<file path="config.mk">
export PLATFORM = sky130hd
export DESIGN_NAME = ocs_osc_ctrl
export DESIGN_NICKNAME = d
export VERILOG_FILES = /design/src/core/ocs_osc_ctrl.v /design/src/core/ocs_pin_sync.v
export VERILOG_INCLUDE_DIRS = /design/src /design/src/core
export SDC_FILE = /design/constraint.sdc
export NUM_CORES = 1
export LEC_CHECK = 0
export BUFFER_PORTS_ARGS = -buffer_cell sky130_fd_sc_hd__buf_2
export CORE_MARGIN = 8
export CORE_UTILIZATION = 45
export DETAILED_ROUTE_END_ITERATION = 8
export PLACE_DENSITY = 0.69
export RECOVER_POWER = 100
export SLEW_MARGIN = 20
export SYNTH_ARGS = -nofsm -noshare
export SYNTH_HDL_FRONTEND = slang
export SYNTH_SLANG_ARGS = --single-unit
export TNS_END_PERCENT = 1
</file>
<file path="constraint.sdc">
create_clock -name clk_sys -period 3.25 [get_ports clk_sys]
set_input_delay 0.325 -clock clk_sys [delete_from_list [all_inputs] [get_ports clk_sys]]
set_output_delay 0.325 -clock clk_sys [all_outputs]
set_load 0.02 [all_outputs]
</file>
<file path="src/core/ocs_defines.vh">
// constants for the internal oscillator select and start-up block
`ifndef OCS_DEFINES_VH
`define OCS_DEFINES_VH

`define OCS_CLK_PERIOD_NS 50
`define OCS_START_DELAY_NS 10000
`define OCS_START_DELAY_CYC ((`OCS_START_DELAY_NS + `OCS_CLK_PERIOD_NS - 1) / `OCS_CLK_PERIOD_NS)
`define OCS_OST_LAST 11'h3ff

`define OCS_ADDR_CTRL 8'h00
`define OCS_ADDR_TRIM 8'h04

`define OCS_SCS_BIT 0
`define OCS_LTS_BIT 1
`define OCS_HTS_BIT 2
`define OCS_EXTERNAL_CLOCK_ACTIVE_BIT 3
`define OCS_IRCF_LSB 4
`define OCS_IRCF_MSB 6
`define OCS_TRIM_MSB 4

`define OCS_IRCF_RST 3'h6
`define OCS_IRCF_SLOW 3'h0
`define OCS_IRCF_FAST 3'h7
`define OCS_TRIM_RST 5'h00

`define OCS_MODE_LP 3'h0
`define OCS_MODE_XT 3'h1
`define OCS_MODE_HS 3'h2
`define OCS_MODE_EC 3'h3
`define OCS_MODE_INTIO 3'h4
`define OCS_MODE_INT 3'h5
`define OCS_MODE_RCIO 3'h6
`define OCS_MODE_RC 3'h7

`endif

</file>
<file path="src/core/ocs_osc_ctrl.v">
// internal oscillator trim, frequency select and dual-speed start-up control
`timescale 1ns/100ps
`default_nettype none
`include "ocs_defines.vh"

// Function
// - trim value is a five-bit signed number, zero after reset.
// - trim 01111 fastest, 00000 centre, 10000 slowest, ordered between.
// - trim write shifts fast oscillator within 1 ms; no completion flag.
// - trim never touches the slow oscillator or its timers.
// - slow oscillator is the time base for power-up, watchdog, fail monitor.
// - slow oscillator runs for code 000 internal use or any dependent timer.
// - every reset forces frequency select to 110, 4 MHz.
// - crossing to a stopped oscillator waits a 10 us start-up delay.
// - switch waits current falling edge, holds output low, waits new rising.
// - stable flags follow oscillator run state, updated when a switch completes.
// - switches among 8 MHz to 125 kHz need no start-up delay.
// - software must avoid frequencies invalid for the supply voltage.
// - source select 0 uses configured mode, 1 internal; reset clears it.
// - automatic source changes never alter the source select bit.
// - external-active reads 1 on configured external source, 0 on internal.
// - sleep aborts crystal start-up count and keeps external-active clear.
// - crystal modes count 1024 cycles holding execution unless dual-speed.
// - dual-speed needs enable bit, source select 0 and crystal mode.
// - dual-speed starts after power-on (and power-up timer) and on wake.
// - during dual-speed, code runs internally while 1024 cycles count.
// - on expiry wait internal fall, set active, hold low, wait external fall.
// - codes 000 to 111 select 31k,125k,250k,500k,1M,2M,4M,8M.
// - fast oscillator runs for nonzero code internal use or dual-speed.
// - control bit 0 source select, bit 1 slow stable, bit 2 fast stable.
module ocs_osc_ctrl (
	input wire clk_sys,
	input wire rst_n,
	input wire ce,
	input wire wb_cyc_i,
	input wire wb_stb_i,
	input wire wb_we_i,
	input wire [7:0] wb_adr_i,
	input wire [3:0] wb_sel_i,
	input wire [31:0] wb_dat_i,
	output reg [31:0] wb_dat_o,
	output reg wb_ack_o,
	input wire fast_osc_pin,
	input wire slow_osc_pin,
	input wire ext_osc_pin,
	input wire [2:0] cfg_osc_mode,
	input wire cfg_dual_speed_start_enable,
	input wire cfg_powerup_timer_en,
	input wire cfg_watchdog_en,
	input wire cfg_clock_fail_monitor_en,
	input wire powerup_timer_done,
	input wire sleep_exec,
	input wire wake_event,
	output reg fast_osc_enable,
	output reg slow_osc_enable,
	output reg [4:0] trim_value,
	output reg slow_timebase_tick,
	output reg divided_clock_output,
	output reg sysclk_from_external,
	output reg cpu_hold
);

localparam ST_BOOT = 3'h0;
localparam ST_RUN = 3'h1;
localparam ST_OST = 3'h2;
localparam ST_INT_FALL = 3'h3;
localparam ST_EXT_FALL = 3'h4;
localparam ST_SLEEP = 3'h5;

localparam FS_RUN = 2'h0;
localparam FS_DELAY = 2'h1;
localparam FS_FALL = 2'h2;
localparam FS_RISE = 2'h3;

localparam [31:0] START_DELAY_LAST = `OCS_START_DELAY_CYC - 1;

wire [2:0] pin_raw, pin_lvl;
wire fast_lvl, slow_lvl, ext_lvl;

assign pin_raw = {ext_osc_pin, slow_osc_pin, fast_osc_pin};
assign fast_lvl = pin_lvl[0];
assign slow_lvl = pin_lvl[1];
assign ext_lvl = pin_lvl[2];

genvar gi;
generate
	for (gi = 0; gi < 3; gi = gi + 1) begin : g_sync
		ocs_pin_sync u_sync (
			.clk_sys(clk_sys),
			.rst_n(rst_n),
			.ce(ce),
			.pin(pin_raw[gi]),
			.level(pin_lvl[gi])
		);
	end
endgenerate

reg [2:0] internal_freq_select;
reg sysclk_source_select;
reg external_clock_active;
reg fast_osc_stable, slow_osc_stable;
reg [2:0] cur_sel, pend_sel;
reg [1:0] fs;
reg [7:0] delay_cnt;
reg [2:0] st;
reg [10:0] ost_cnt;
reg ost_ok;
reg [5:0] post;
reg fast_q, slow_q, ext_q, int_q, new_q;

// postscaler tap for a frequency code; 000 is the slow oscillator itself
function sel_lvl;
	input [2:0] s;
	input sl;
	input fl;
	input [5:0] p;
	sel_lvl = (s == `OCS_IRCF_SLOW) ? sl : (s == `OCS_IRCF_FAST) ? fl : p[3'h6 - s];
endfunction

wire int_lvl, new_lvl, fast_rise, int_fall, new_rise, ext_rise, ext_fall;
wire is_crystal, is_internal_cfg, dual_speed, cross_osc, target_stopped;
wire next_fast_en, next_slow_en, hold_low, int_run, slow_after;

assign int_lvl = sel_lvl(cur_sel, slow_lvl, fast_lvl, post);
assign new_lvl = sel_lvl(pend_sel, slow_lvl, fast_lvl, post);
assign fast_rise = fast_lvl & ~fast_q;
assign int_fall = int_q & ~int_lvl;
assign new_rise = new_lvl & ~new_q;
assign ext_rise = ext_lvl & ~ext_q;
assign ext_fall = ext_q & ~ext_lvl;
assign is_crystal = (cfg_osc_mode == `OCS_MODE_LP) || (cfg_osc_mode == `OCS_MODE_XT) ||
	(cfg_osc_mode == `OCS_MODE_HS);
assign is_internal_cfg = (cfg_osc_mode == `OCS_MODE_INTIO) ||
	(cfg_osc_mode == `OCS_MODE_INT);
assign dual_speed = cfg_dual_speed_start_enable & ~sysclk_source_select & is_crystal;
// the old clock keeps its oscillator alive until the switch has handed over
assign next_slow_en = ((sysclk_source_select | cfg_dual_speed_start_enable) &
	((internal_freq_select == `OCS_IRCF_SLOW) | (cur_sel == `OCS_IRCF_SLOW))) |
	cfg_powerup_timer_en | cfg_watchdog_en | cfg_clock_fail_monitor_en;
assign next_fast_en = (sysclk_source_select | cfg_dual_speed_start_enable) &
	((internal_freq_select != `OCS_IRCF_SLOW) | (cur_sel != `OCS_IRCF_SLOW));
assign cross_osc = (internal_freq_select == `OCS_IRCF_SLOW) != (cur_sel == `OCS_IRCF_SLOW);
assign target_stopped = (internal_freq_select == `OCS_IRCF_SLOW) ? ~slow_osc_enable :
	~fast_osc_enable;
assign hold_low = (fs == FS_RISE) || (st == ST_EXT_FALL);
// a stopped tap has no edge to wait for, so a non-crystal handover must not hang
assign int_run = (cur_sel == `OCS_IRCF_SLOW) ? slow_osc_enable : fast_osc_enable;
assign slow_after = (pend_sel == `OCS_IRCF_SLOW) | cfg_powerup_timer_en | cfg_watchdog_en |
	cfg_clock_fail_monitor_en;

wire bus_req, wr_ctrl, wr_trim;

assign bus_req = wb_cyc_i & wb_stb_i & ~wb_ack_o;
assign wr_ctrl = bus_req & wb_we_i & wb_sel_i[0] & (wb_adr_i == `OCS_ADDR_CTRL);
assign wr_trim = bus_req & wb_we_i & wb_sel_i[0] & (wb_adr_i == `OCS_ADDR_TRIM);

// single-wait-state slave; unmapped addresses answer with zero and ignore writes
always @(posedge clk_sys) begin
	if (!rst_n) begin
		wb_ack_o <= 1'b0;
		wb_dat_o <= 32'h0;
		internal_freq_select <= `OCS_IRCF_RST;
		sysclk_source_select <= 1'b0;
		trim_value <= `OCS_TRIM_RST;
	end else if (ce) begin
		wb_ack_o <= bus_req;
		wb_dat_o <= 32'h0;
		if (bus_req && !wb_we_i) begin
			if (wb_adr_i == `OCS_ADDR_CTRL) begin
				wb_dat_o[`OCS_IRCF_MSB:`OCS_IRCF_LSB] <= internal_freq_select;
				wb_dat_o[`OCS_EXTERNAL_CLOCK_ACTIVE_BIT] <= external_clock_active;
				wb_dat_o[`OCS_HTS_BIT] <= fast_osc_stable;
				wb_dat_o[`OCS_LTS_BIT] <= slow_osc_stable;
				wb_dat_o[`OCS_SCS_BIT] <= sysclk_source_select;
			end else if (wb_adr_i == `OCS_ADDR_TRIM) begin
				wb_dat_o[`OCS_TRIM_MSB:0] <= trim_value;
			end
		end
		if (wr_ctrl) begin
			// no voltage check here: picking a legal frequency is up to software
			internal_freq_select <= wb_dat_i[`OCS_IRCF_MSB:`OCS_IRCF_LSB];
			sysclk_source_select <= wb_dat_i[`OCS_SCS_BIT];
		end
		// trim goes straight to the analog tuner, which settles on its own
		if (wr_trim) begin
			trim_value <= wb_dat_i[`OCS_TRIM_MSB:0];
		end
	end
end

// oscillator enables, edge history and the slow time base
always @(posedge clk_sys) begin
	if (!rst_n) begin
		fast_osc_enable <= 1'b0;
		slow_osc_enable <= 1'b0;
		fast_q <= 1'b0;
		slow_q <= 1'b0;
		ext_q <= 1'b0;
		int_q <= 1'b0;
		new_q <= 1'b0;
		post <= 6'h00;
		slow_timebase_tick <= 1'b0;
	end else if (ce) begin
		fast_osc_enable <= next_fast_en;
		slow_osc_enable <= next_slow_en;
		fast_q <= fast_lvl;
		slow_q <= slow_lvl;
		ext_q <= ext_lvl;
		int_q <= int_lvl;
		new_q <= new_lvl;
		if (fast_rise) begin
			post <= post + 6'h01;
		end
		// trim has no path into this tick, so dependent timers keep their rate
		slow_timebase_tick <= slow_lvl & ~slow_q & slow_osc_enable;
	end
end

// internal frequency switch
always @(posedge clk_sys) begin
	if (!rst_n) begin
		cur_sel <= `OCS_IRCF_RST;
		pend_sel <= `OCS_IRCF_RST;
		fs <= FS_RUN;
		delay_cnt <= 8'h00;
		fast_osc_stable <= 1'b0;
		slow_osc_stable <= 1'b0;
	end else if (ce) begin
		case (fs)
			FS_RUN: begin
				if (internal_freq_select != cur_sel) begin
					pend_sel <= internal_freq_select;
					delay_cnt <= 8'h00;
					if (cross_osc && target_stopped) begin
						fs <= FS_DELAY;
					end else begin
						fs <= FS_FALL;
					end
				end
			end
			FS_DELAY: begin
				if (delay_cnt == START_DELAY_LAST[7:0]) begin
					fs <= FS_FALL;
				end else begin
					delay_cnt <= delay_cnt + 8'h01;
				end
			end
			FS_FALL: begin
				if (int_fall) begin
					fs <= FS_RISE;
				end
			end
			default: begin
				if (new_rise) begin
					cur_sel <= pend_sel;
					fast_osc_stable <= fast_osc_enable & (pend_sel != `OCS_IRCF_SLOW);
					slow_osc_stable <= slow_osc_enable & slow_after;
					fs <= FS_RUN;
				end
			end
		endcase
	end
end

// system source selection and crystal start-up
always @(posedge clk_sys) begin
	if (!rst_n) begin
		st <= ST_BOOT;
		ost_cnt <= 11'h000;
		ost_ok <= 1'b0;
		external_clock_active <= 1'b0;
		sysclk_from_external <= 1'b0;
		cpu_hold <= 1'b0;
	end else if (ce) begin
		// source select itself is only written by software
		if (sleep_exec) begin
			st <= ST_SLEEP;
			ost_cnt <= 11'h000;
			ost_ok <= 1'b0;
			external_clock_active <= 1'b0;
			sysclk_from_external <= 1'b0;
			cpu_hold <= 1'b0;
		end else begin
			case (st)
				ST_BOOT: begin
					if (!cfg_powerup_timer_en || powerup_timer_done) begin
						st <= ST_RUN;
					end
				end
				ST_SLEEP: begin
					if (wake_event) begin
						st <= ST_RUN;
					end
				end
				ST_RUN: begin
					if (sysclk_source_select || is_internal_cfg) begin
						sysclk_from_external <= 1'b0;
						external_clock_active <= 1'b0;
					end else if (!sysclk_from_external) begin
						if (is_crystal && !ost_ok) begin
							st <= ST_OST;
							ost_cnt <= 11'h000;
							cpu_hold <= ~dual_speed;
						end else begin
							st <= ST_INT_FALL;
						end
					end
				end
				ST_OST: begin
					if (sysclk_source_select) begin
						st <= ST_RUN;
						cpu_hold <= 1'b0;
					end else if (ext_rise) begin
						if (ost_cnt == `OCS_OST_LAST) begin
							ost_ok <= 1'b1;
							if (dual_speed) begin
								st <= ST_INT_FALL;
							end else begin
								external_clock_active <= 1'b1;
								sysclk_from_external <= 1'b1;
								cpu_hold <= 1'b0;
								st <= ST_RUN;
							end
						end else begin
							ost_cnt <= ost_cnt + 11'h001;
						end
					end
				end
				ST_INT_FALL: begin
					if (int_fall || !int_run) begin
						external_clock_active <= 1'b1;
						st <= ST_EXT_FALL;
					end
				end
				default: begin
					if (ext_fall) begin
						sysclk_from_external <= 1'b1;
						st <= ST_RUN;
					end
				end
			endcase
		end
	end
end

// clock output follows the connected source, low from the old source's falling edge until the new source takes over
always @(posedge clk_sys) begin
	if (!rst_n) begin
		divided_clock_output <= 1'b0;
	end else if (ce) begin
		if (hold_low) begin
			divided_clock_output <= 1'b0;
		end else if (sysclk_from_external) begin
			divided_clock_output <= ext_lvl;
		end else begin
			divided_clock_output <= int_lvl;
		end
	end
end

endmodule

`default_nettype wire

</file>
<file path="src/core/ocs_pin_sync.v">
// three-stage pin synchroniser with agreement filter
`timescale 1ns/100ps
`default_nettype none

module ocs_pin_sync (
	input wire clk_sys,
	input wire rst_n,
	input wire ce,
	input wire pin,
	output reg level
);

reg s1;
reg s2;
reg s3;

// s1 feeds only s2; the level moves once s2 and s3 agree
always @(posedge clk_sys) begin
	if (!rst_n) begin
		s1 <= 1'b0;
		s2 <= 1'b0;
		s3 <= 1'b0;
		level <= 1'b0;
	end else if (ce) begin
		s1 <= pin;
		s2 <= s1;
		s3 <= s2;
		if (s2 == s3) begin
			level <= s3;
		end
	end
end

endmodule

`default_nettype wire

</file>
==> results.ini, run 1 <==
[global_routing]
overflow = 0
grt_pass1_vias = 3587
antenna_found_initial = 0
grtUsageTotal_pct = 15.5
grt_pass1_wl_um = 16700
grt_max_degree = 44

[yosys]
ys_warn_count = 0
postSynthCellCount = 517
async_reset_ff_share_pct = 0
synth_seq_cells = 80
ys_seq_area_share_pct = 36.2
synth_edf_count = 0
syn_area_um2 = 4420
yosys.cell_types.count = 64
synth_flop_cell = dfxtp_1
avgSynthCellArea_um2 = 8.56

[power]
p_comb_share_pct = 9.3
p_leak_uw = 0.00192
p_switching_uw = 526
ir_worst_vdd_mv = 0.247
intPower_uw = 1360
power.share.clock_pct = 36.9
power_switching_share_pct = 27.9
power.density_nw_per_um2 = 389
power_frac_seq_pct = 53.8

[worst_setup_path]
crit_fanout = 9
crit_required_ns = 3.44
crit-reg2reg-launch = pend_sel[0]$_SDFFE_PN0P_
crit_arrival_ns = 3.07
rr_worst_depth = 8
cp-start-kind = register
criticalPathCategory = reg2reg
worstSetupEndpointType = register
rrSetupSlack_ns = 0.37
worstReg2RegEnd = cur_sel[2]$_SDFFE_PN1P_

[routing]
wl_um = 10100
routedWlPerCell_um = 14.4
ant_nets = 0
num_vias = 3733
drtPass1Iterations = 5
drtIter0Drc = 199
routed_via_density = 5.32
drc = 0

[finish]
drive_gt1_share_pct = 12.3
final_nets = 642
final-instance-count-excl-fill = 702
antenna_cells = 0
syn2layout_area_growth_pct = 9.50

[place]
dp_slack_ns = 0.434
globalplace.congestion = 0.833
placedCellCount = 686
hpwl_um = 7530
numPortBuffers = 53

[sta]
fin_setup_tns_ns = 0
worst_slack_ns = 0.375
drv_slew = 0
finClkSkew_ns = 0.0188
hold_viol = 0
relSlewSlack_pct = 7.51
min_period_over_period_pct = 88.5
fmax_ghz = 0.348
fin_crit_ns = 2.88
setup_violations = 0
rsz0062_at_grt = false
worst_pin_slew_ns = 1.37

[cts]
clkSlewWorstSetupHoldPaths_ns = 0.10
cts_tree = built
clk_path_buf_depth = 2
cts_root_buf = clkbuf_8
cts_buffers = 9
ctsResizeCount = 0
htree_levels = 3
clock-sinks = 80
hold_buffers = 0
post_cts_buffers = 0
clk-insertion-delay-late_ns = 0.35

[floorplan]
die_y_um = 115
start_util_pct = 45.9
die_area_um2 = 13300
rows = 36
ios = 107
core_um2 = 9640
die_x_um = 115

[worst_hold_path]
hold_path_depth = 3
worstHoldStart = wb_dat_i[5]
min_to = internal_freq_select[1]$_SDFFE_PN1P_
min_path_type = in2reg

[run]
cap_violations = 0

[outcome]
status = finished clean

## worst max-delay path: stages (launching register included)
cell	delay [ns]
dfxtp_1	0.52
inv_1	0.08
ha_1	0.38
mux2i_1	0.15
a221o_1	0.34
a221o_1	0.33
a211oi_2	0.59
mux2i_1	0.26
nand2_1	0.06
## through the flow
stage	utilization, %	hold WS (ns)	power, uW	cell area, um2
after global placement	48.8	0.416	1210	4700
after CTS	50.7	0.166	1910	4890
after floorplan	-	0.407	1180	4510
final	50.3	0.187	1890	4840
after global routing	50.3	0.176	1970	4840
after detailed placement	48.8	0.421	1210	4700
## how the worst max path moves through the flow
stage                     cells past startpoint  slack (ns)                 endpoint                startpoint
after floorplan                               8        0.75  cur_sel[2]$_SDFFE_PN1P_  pend_sel[0]$_SDFFE_PN0P_
after global placement                        8        0.49  cur_sel[2]$_SDFFE_PN1P_  pend_sel[0]$_SDFFE_PN0P_
after detailed placement                      8        0.43  cur_sel[2]$_SDFFE_PN1P_  pend_sel[0]$_SDFFE_PN0P_
after CTS                                     8        0.41  cur_sel[2]$_SDFFE_PN1P_  pend_sel[0]$_SDFFE_PN0P_
after global routing                          8        0.18  cur_sel[2]$_SDFFE_PN1P_  pend_sel[0]$_SDFFE_PN0P_
final                                         8        0.37  cur_sel[2]$_SDFFE_PN1P_  pend_sel[0]$_SDFFE_PN0P_
## cell usage in the layout (no fill, tap or decap), types with 8 or more instances in the layout
cell,instances
inv_1,17
xor2_1,11
o21ai_0,12
xnor2_1,8
ha_1,15
clkbuf_1,21
mux2i_1,31
a21oi_1,23
nand4_1,10
nand3_1,13
nor3_1,16
nor4_1,8
clkbuf_8,10
dfxtp_1,80
buf_2,33
nor2_1,62
conb_1,25
nand2_1,48
## power by group through the flow
| stage | Combinational, uW | Sequential [uW] | Clock [uW] |
|---|---|---|---|
| 2_1_floorplan | 152 | 1030 | 0 |
| 3_3_place_gp | 171 | 1040 | 0 |
| 3_5_place_dp | 174 | 1040 | 0 |
| 4_1_cts | 175 | 1010 | 719 |
| 5_1_grt | 191 | 1020 | 759 |
| 6_report | 175 | 1010 | 696 |
## cell families after synthesis
group                    count (synthesis)  share of synthesized area, %
buffers and inverters                   65                          7.98
XOR/XNOR                                19                          3.76
AND/OR/NAND/NOR                        206                          23.6
flip-flops                              80                          36.2
other                                    1                        0.0848
AO/OA/AOI/OAI                           92                          14.6
multiplexers                            39                          9.56
adder cells (fa/ha/maj)                 15                          4.24
## registers in the layout (all words and copies together) (netlist names), 5 cells and up
register	cells
trim_value	5
post	6
ost_cnt	11
delay_cnt	8
wb_dat_o	7
## final cells by class
| type | count | area, um2 |
|---|---|---|
| Sequential cell | 80 | 1600 |
| Timing Repair Buffer | 58 | 272 |
| Inverter | 19 | 71.3 |
| Clock buffer | 10 | 138 |
| Fill cell | 938 | 4790 |
| Tap cell | 133 | 166 |
| Clock inverter | 6 | 50.0 |
| Multi-Input combinational cell | 396 | 2550 |
## per-layer routing
layer / wire, um / GRT usage [%] / up-vias / part of all wire, %
met4: 107 / 5.52 / 0 / 1.1
met2: 4620 / 24.5 / 128 / 46
met5: 0 / 0 / - / 0
met3: 768 / 5.20 / 8 / 7.6
li1: - / - / 1879 / -
met1: 4650 / 19.2 / 1718 / 46
## cell usage after synthesis (2+ instances only)
cell      number  area (um2)
mux2_2         6        67.6
o211ai_1       7        52.6
nand3b_1       4        30.0
nor3_1        16        80.1
nand2_1       48         180
nand2b_1       6        37.5
a211o_1        3        26.3
a21o_1         2        15.0
o21a_1         3        22.5
a31oi_1        6        37.5
and2_1         3        18.8
inv_1         17        63.8
o31ai_1        7        52.6
clkbuf_1      19        71.3
dfxtp_1       80        1600
a211oi_1       4        30.0
a221o_1        2        20.0
nand4_1       10        62.6
ha_1          15         188
xor2_1        11        96.3
a21oi_1       23         115
buf_4         25         188
a22oi_1        7        52.6
o21bai_1       3        22.5
nand3_1       13        65.1
and3_1         3        18.8
o21ai_0       12        60.1
xnor2_1        8        70.1
or3_1          5        31.3
or3b_2         2        17.5
nor2b_1        7        43.8
nor2_1        62         233
nor4b_1        2        17.5
clkinv_1       2        7.51
nor4_1         8        50.1
mux2i_1       31         310
mux4_2         2        45.0
and2b_1        2        15.0
nand4b_1       2        17.5
buf_6          2        22.5
or4_1          4        30.0
Note: power is estimated with default switching activity, not from simulation.
==> run 2, diff against run 1 <==
--- a/config.mk
+++ b/config.mk
@@ -6,6 +6,7 @@
 export SDC_FILE = /design/constraint.sdc
 export NUM_CORES = 1
 export LEC_CHECK = 0
+export ABC_AREA = 1
 export BUFFER_PORTS_ARGS = -buffer_cell sky130_fd_sc_hd__buf_2
 export CORE_MARGIN = 8
 export CORE_UTILIZATION = 45
==> results.ini, run 2 <==
[power]
p_leak_uw = 0.00222  ; +15%
power_frac_seq_pct = 50.0  ; -3.8 points
power_switching_share_pct = 31.7  ; +3.8 points
intPower_uw = 1420  ; +4.1%
p_switching_uw = 656  ; +25%
ir_worst_vdd_mv = 0.242  ; -2.3%
power.density_nw_per_um2 = 416  ; +7.0%
power.total_uw = 2070  ; +9.9%
power.share.clock_pct = 34.7  ; -2.2 points
p_comb_share_pct = 15.3  ; +6.0 points

[routing]
ant_nets = 0  ; unchanged
wl_um = 10900  ; +7.7%
num_vias = 4359  ; +17%
routedWlPerCell_um = 12.5  ; -14%
drtPass1Iterations = 4  ; -1
routed_via_density = 4.99  ; -6.2%
drtIter0Drc = 256  ; +29%
drc = 0  ; unchanged

[sta]
drv_slew = 46  ; +46
min_period_over_period_pct = 76.9  ; -12 points
finClkSkew_ns = 0.00735  ; -0.0114 ns
fin_setup_tns_ns = 0  ; unchanged
hold_viol = 0  ; unchanged
rsz0062_at_grt = false
worst_pin_slew_ns = 1.87  ; +0.497 ns
relSlewSlack_pct = -24.4  ; -32 points
fmax_ghz = 0.400  ; +15%
setup_violations = 0  ; unchanged
fin_crit_ns = 2.50  ; -0.376 ns

[yosys]
syn_area_um2 = 4590  ; +3.7%
avgSynthCellArea_um2 = 6.68  ; -22%
yosysMostFrequentCell = nand2_1
synthTopCellsByArea = dfxtp_1 35%, nand2_1 13%, nor2_1 6.8%, inv_1 6.6%, a21oi_1 5.9%
ys_seq_area_share_pct = 34.9  ; -1.3 points
async_reset_ff_share_pct = 0  ; unchanged
yosysTopAreaCellShare_pct = 34.9  ; -1.3 points
synth_flop_cell = dfxtp_1
ys_warn_count = 0  ; unchanged
netlist_top_cells_count = 158 x nand2_1, 83 x nor2_1, 81 x inv_1
postSynthCellCount = 687  ; +33%
synth_seq_cells = 80  ; unchanged
yosys.cell_types.count = 45  ; -30%
synth_edf_count = 0  ; unchanged
synth_top_area_cell = dfxtp_1

[cts]
clkSlewWorstSetupHoldPaths_ns = 0.09  ; about the same
hold_buffers = 0  ; unchanged
clk-insertion-delay-late_ns = 0.37  ; +0.02 ns
post_cts_buffers = 0  ; unchanged
cts_tree = built
ctsResizeCount = 0  ; unchanged
cts_buffers = 9  ; unchanged
clock-sinks = 80  ; unchanged
htree_levels = 3  ; unchanged
cts_root_buf = clkbuf_8
clk_path_buf_depth = 2  ; unchanged

[worst_setup_path]
crit_arrival_ns = 2.72  ; -0.35 ns
crit_top_cell = nand2_1
worstSetupEndpointType = register
crit_required_ns = 3.47  ; +0.03 ns
cp-start-kind = register
path_cells = ha_1, nand2_1, inv_1, nand3_1, nor2_1, nand2_1, nor2_1, nor3_2, nand2_1, clkinv_2, nand2_1, a21oi_1
slowest_stage = dfxtp_1
max_stage_delay_ns = 0.43  ; -0.16 ns
criticalPathCategory = reg2reg
crit_fanout = 13  ; +4

[floorplan]
die_area_um2 = 13700  ; +3.2%
rows = 37  ; +2.8%
die_y_um = 117  ; +1.6%
die_x_um = 117  ; +1.6%
core_um2 = 10100  ; +4.7%
start_util_pct = 45.5  ; -0.44 points
ios = 107  ; unchanged

[global_routing]
grt_max_degree = 46  ; +4.5%
antenna_found_initial = 0  ; unchanged
grtUsageTotal_pct = 16.5  ; +1.1 points
grt_pass1_vias = 4168  ; +16%
overflow = 0  ; unchanged
grt_pass1_wl_um = 18300  ; +9.5%

[finish]
largest_reg_flops = 11  ; unchanged
syn2layout_area_growth_pct = 8.43
drive_gt1_share_pct = 8.81  ; -3.5 points
final_common_cell = nand2_1
largest_register = ost_cnt
final_nets = 811  ; +26%
antenna_cells = 0  ; unchanged
fin_util_pct = 49.3  ; -0.97 points
reg.largest.list = ost_cnt: 11 flops, delay_cnt: 8 flops, wb_dat_o: 7 flops
layout_common_cells = 160 x nand2_1, 85 x nor2_1, 83 x inv_1
final-instance-count-excl-fill = 874  ; +25%

[outcome]
status = finished, violations left
violations = capacitance limit, slew limit

[place]
numPortBuffers = 53  ; unchanged
placedCellCount = 858  ; +25%
globalplace.congestion = 0.854  ; +2.5%
hpwl_um = 8170  ; +8.6%

[run]
cap_violations = 1  ; +1

[worst_hold_path]
min_path_type = in2reg

-- run 2: through the flow --
step | hold slack [ns] | cell area [um2] | setup WS (ns)
3_5_place_dp | 0.448 | 4850 | 1.14
5_1_grt | 0.180 | 4970 | 0.484
3_3_place_gp | 0.443 | 4850 | 1.16
6_report | 0.184 | 4970 | 0.751
4_1_cts | 0.167 | 5040 | 1.12
2_1_floorplan | 0.433 | 4680 | 1.46
-- run 2: critical path, delay by kind of cell, from the launching register on --
kind	cells	cell delay, ns
fa+ha+maj	1	0.21
simple gates	8	1.29
compound gates	1	0.07
buf+inv	2	0.37
flops	1	0.43
-- run 2: power by group through the flow --
stage                     Clock (uW)  Combinational (uW)  Sequential (uW)
after floorplan                    0                 264             1060
after global placement             0                 314             1060
after detailed placement           0                 321             1060
after CTS                        740                 322             1040
after global routing             782                 358             1040
final                            718                 317             1040
-- run 2: cell families (layout without fill, tap and decap cells) --
| kind of cell | after synthesis | in the layout | share of synthesized area, % |
|---|---|---|---|
| AOI/OAI and AO/OA | 123 | 123 | 14.8 |
| and+or+nand+nor | 323 | 323 | 30.5 |
| xor gates and xnor gates | 11 | 11 | 2.10 |
| other | 1 | 25 | 0.0817 |
| adders and majority gates | 15 | 15 | 4.09 |
| buffers and inverters | 134 | 161 | 13.4 |
| DFF | 80 | 80 | 34.9 |
-- run 2: layer usage --
metal | GRT usage (%) | up-vias | share of wire (%)
met3 | 4.10 | 15 | 5.0
met5 | 0 | - | 0
met2 | 28.0 | 92 | 47
li1 | - | 2252 | -
met1 | 19.7 | 2000 | 46
met4 | 6.23 | 0 | 1.7
-- run 2: final cells by class --
cell class                 count  area [um2]
tap                          136         170
fill                        1080        5120
multi-input combinational    497        2430
sequential                    80        1600
timing repair buffer          55         246
clock inverter                 6        50.0
inverter                      90         339
clock buffer                  10         138
-- run 2: worst paths after layout --
| check | end | from | cells past startpoint | slack [ns] |
|---|---|---|---|---|
| worst min register to register | cpu_hold$_SDFFE_PN0P_ | cpu_hold$_SDFFE_PN0P_ | 2 | 0.46 |
| worst min-delay path | internal_freq_select[1]$_SDFFE_PN1P_ | wb_dat_i[5] | 3 | 0.18 |
| worst max register to register | ost_cnt[9]$_SDFFE_PN0P_ | ost_cnt[0]$_SDFFE_PN0P_ | 12 | 0.75 |
| worst max-delay path | ost_cnt[9]$_SDFFE_PN0P_ | ost_cnt[0]$_SDFFE_PN0P_ | 12 | 0.75 |
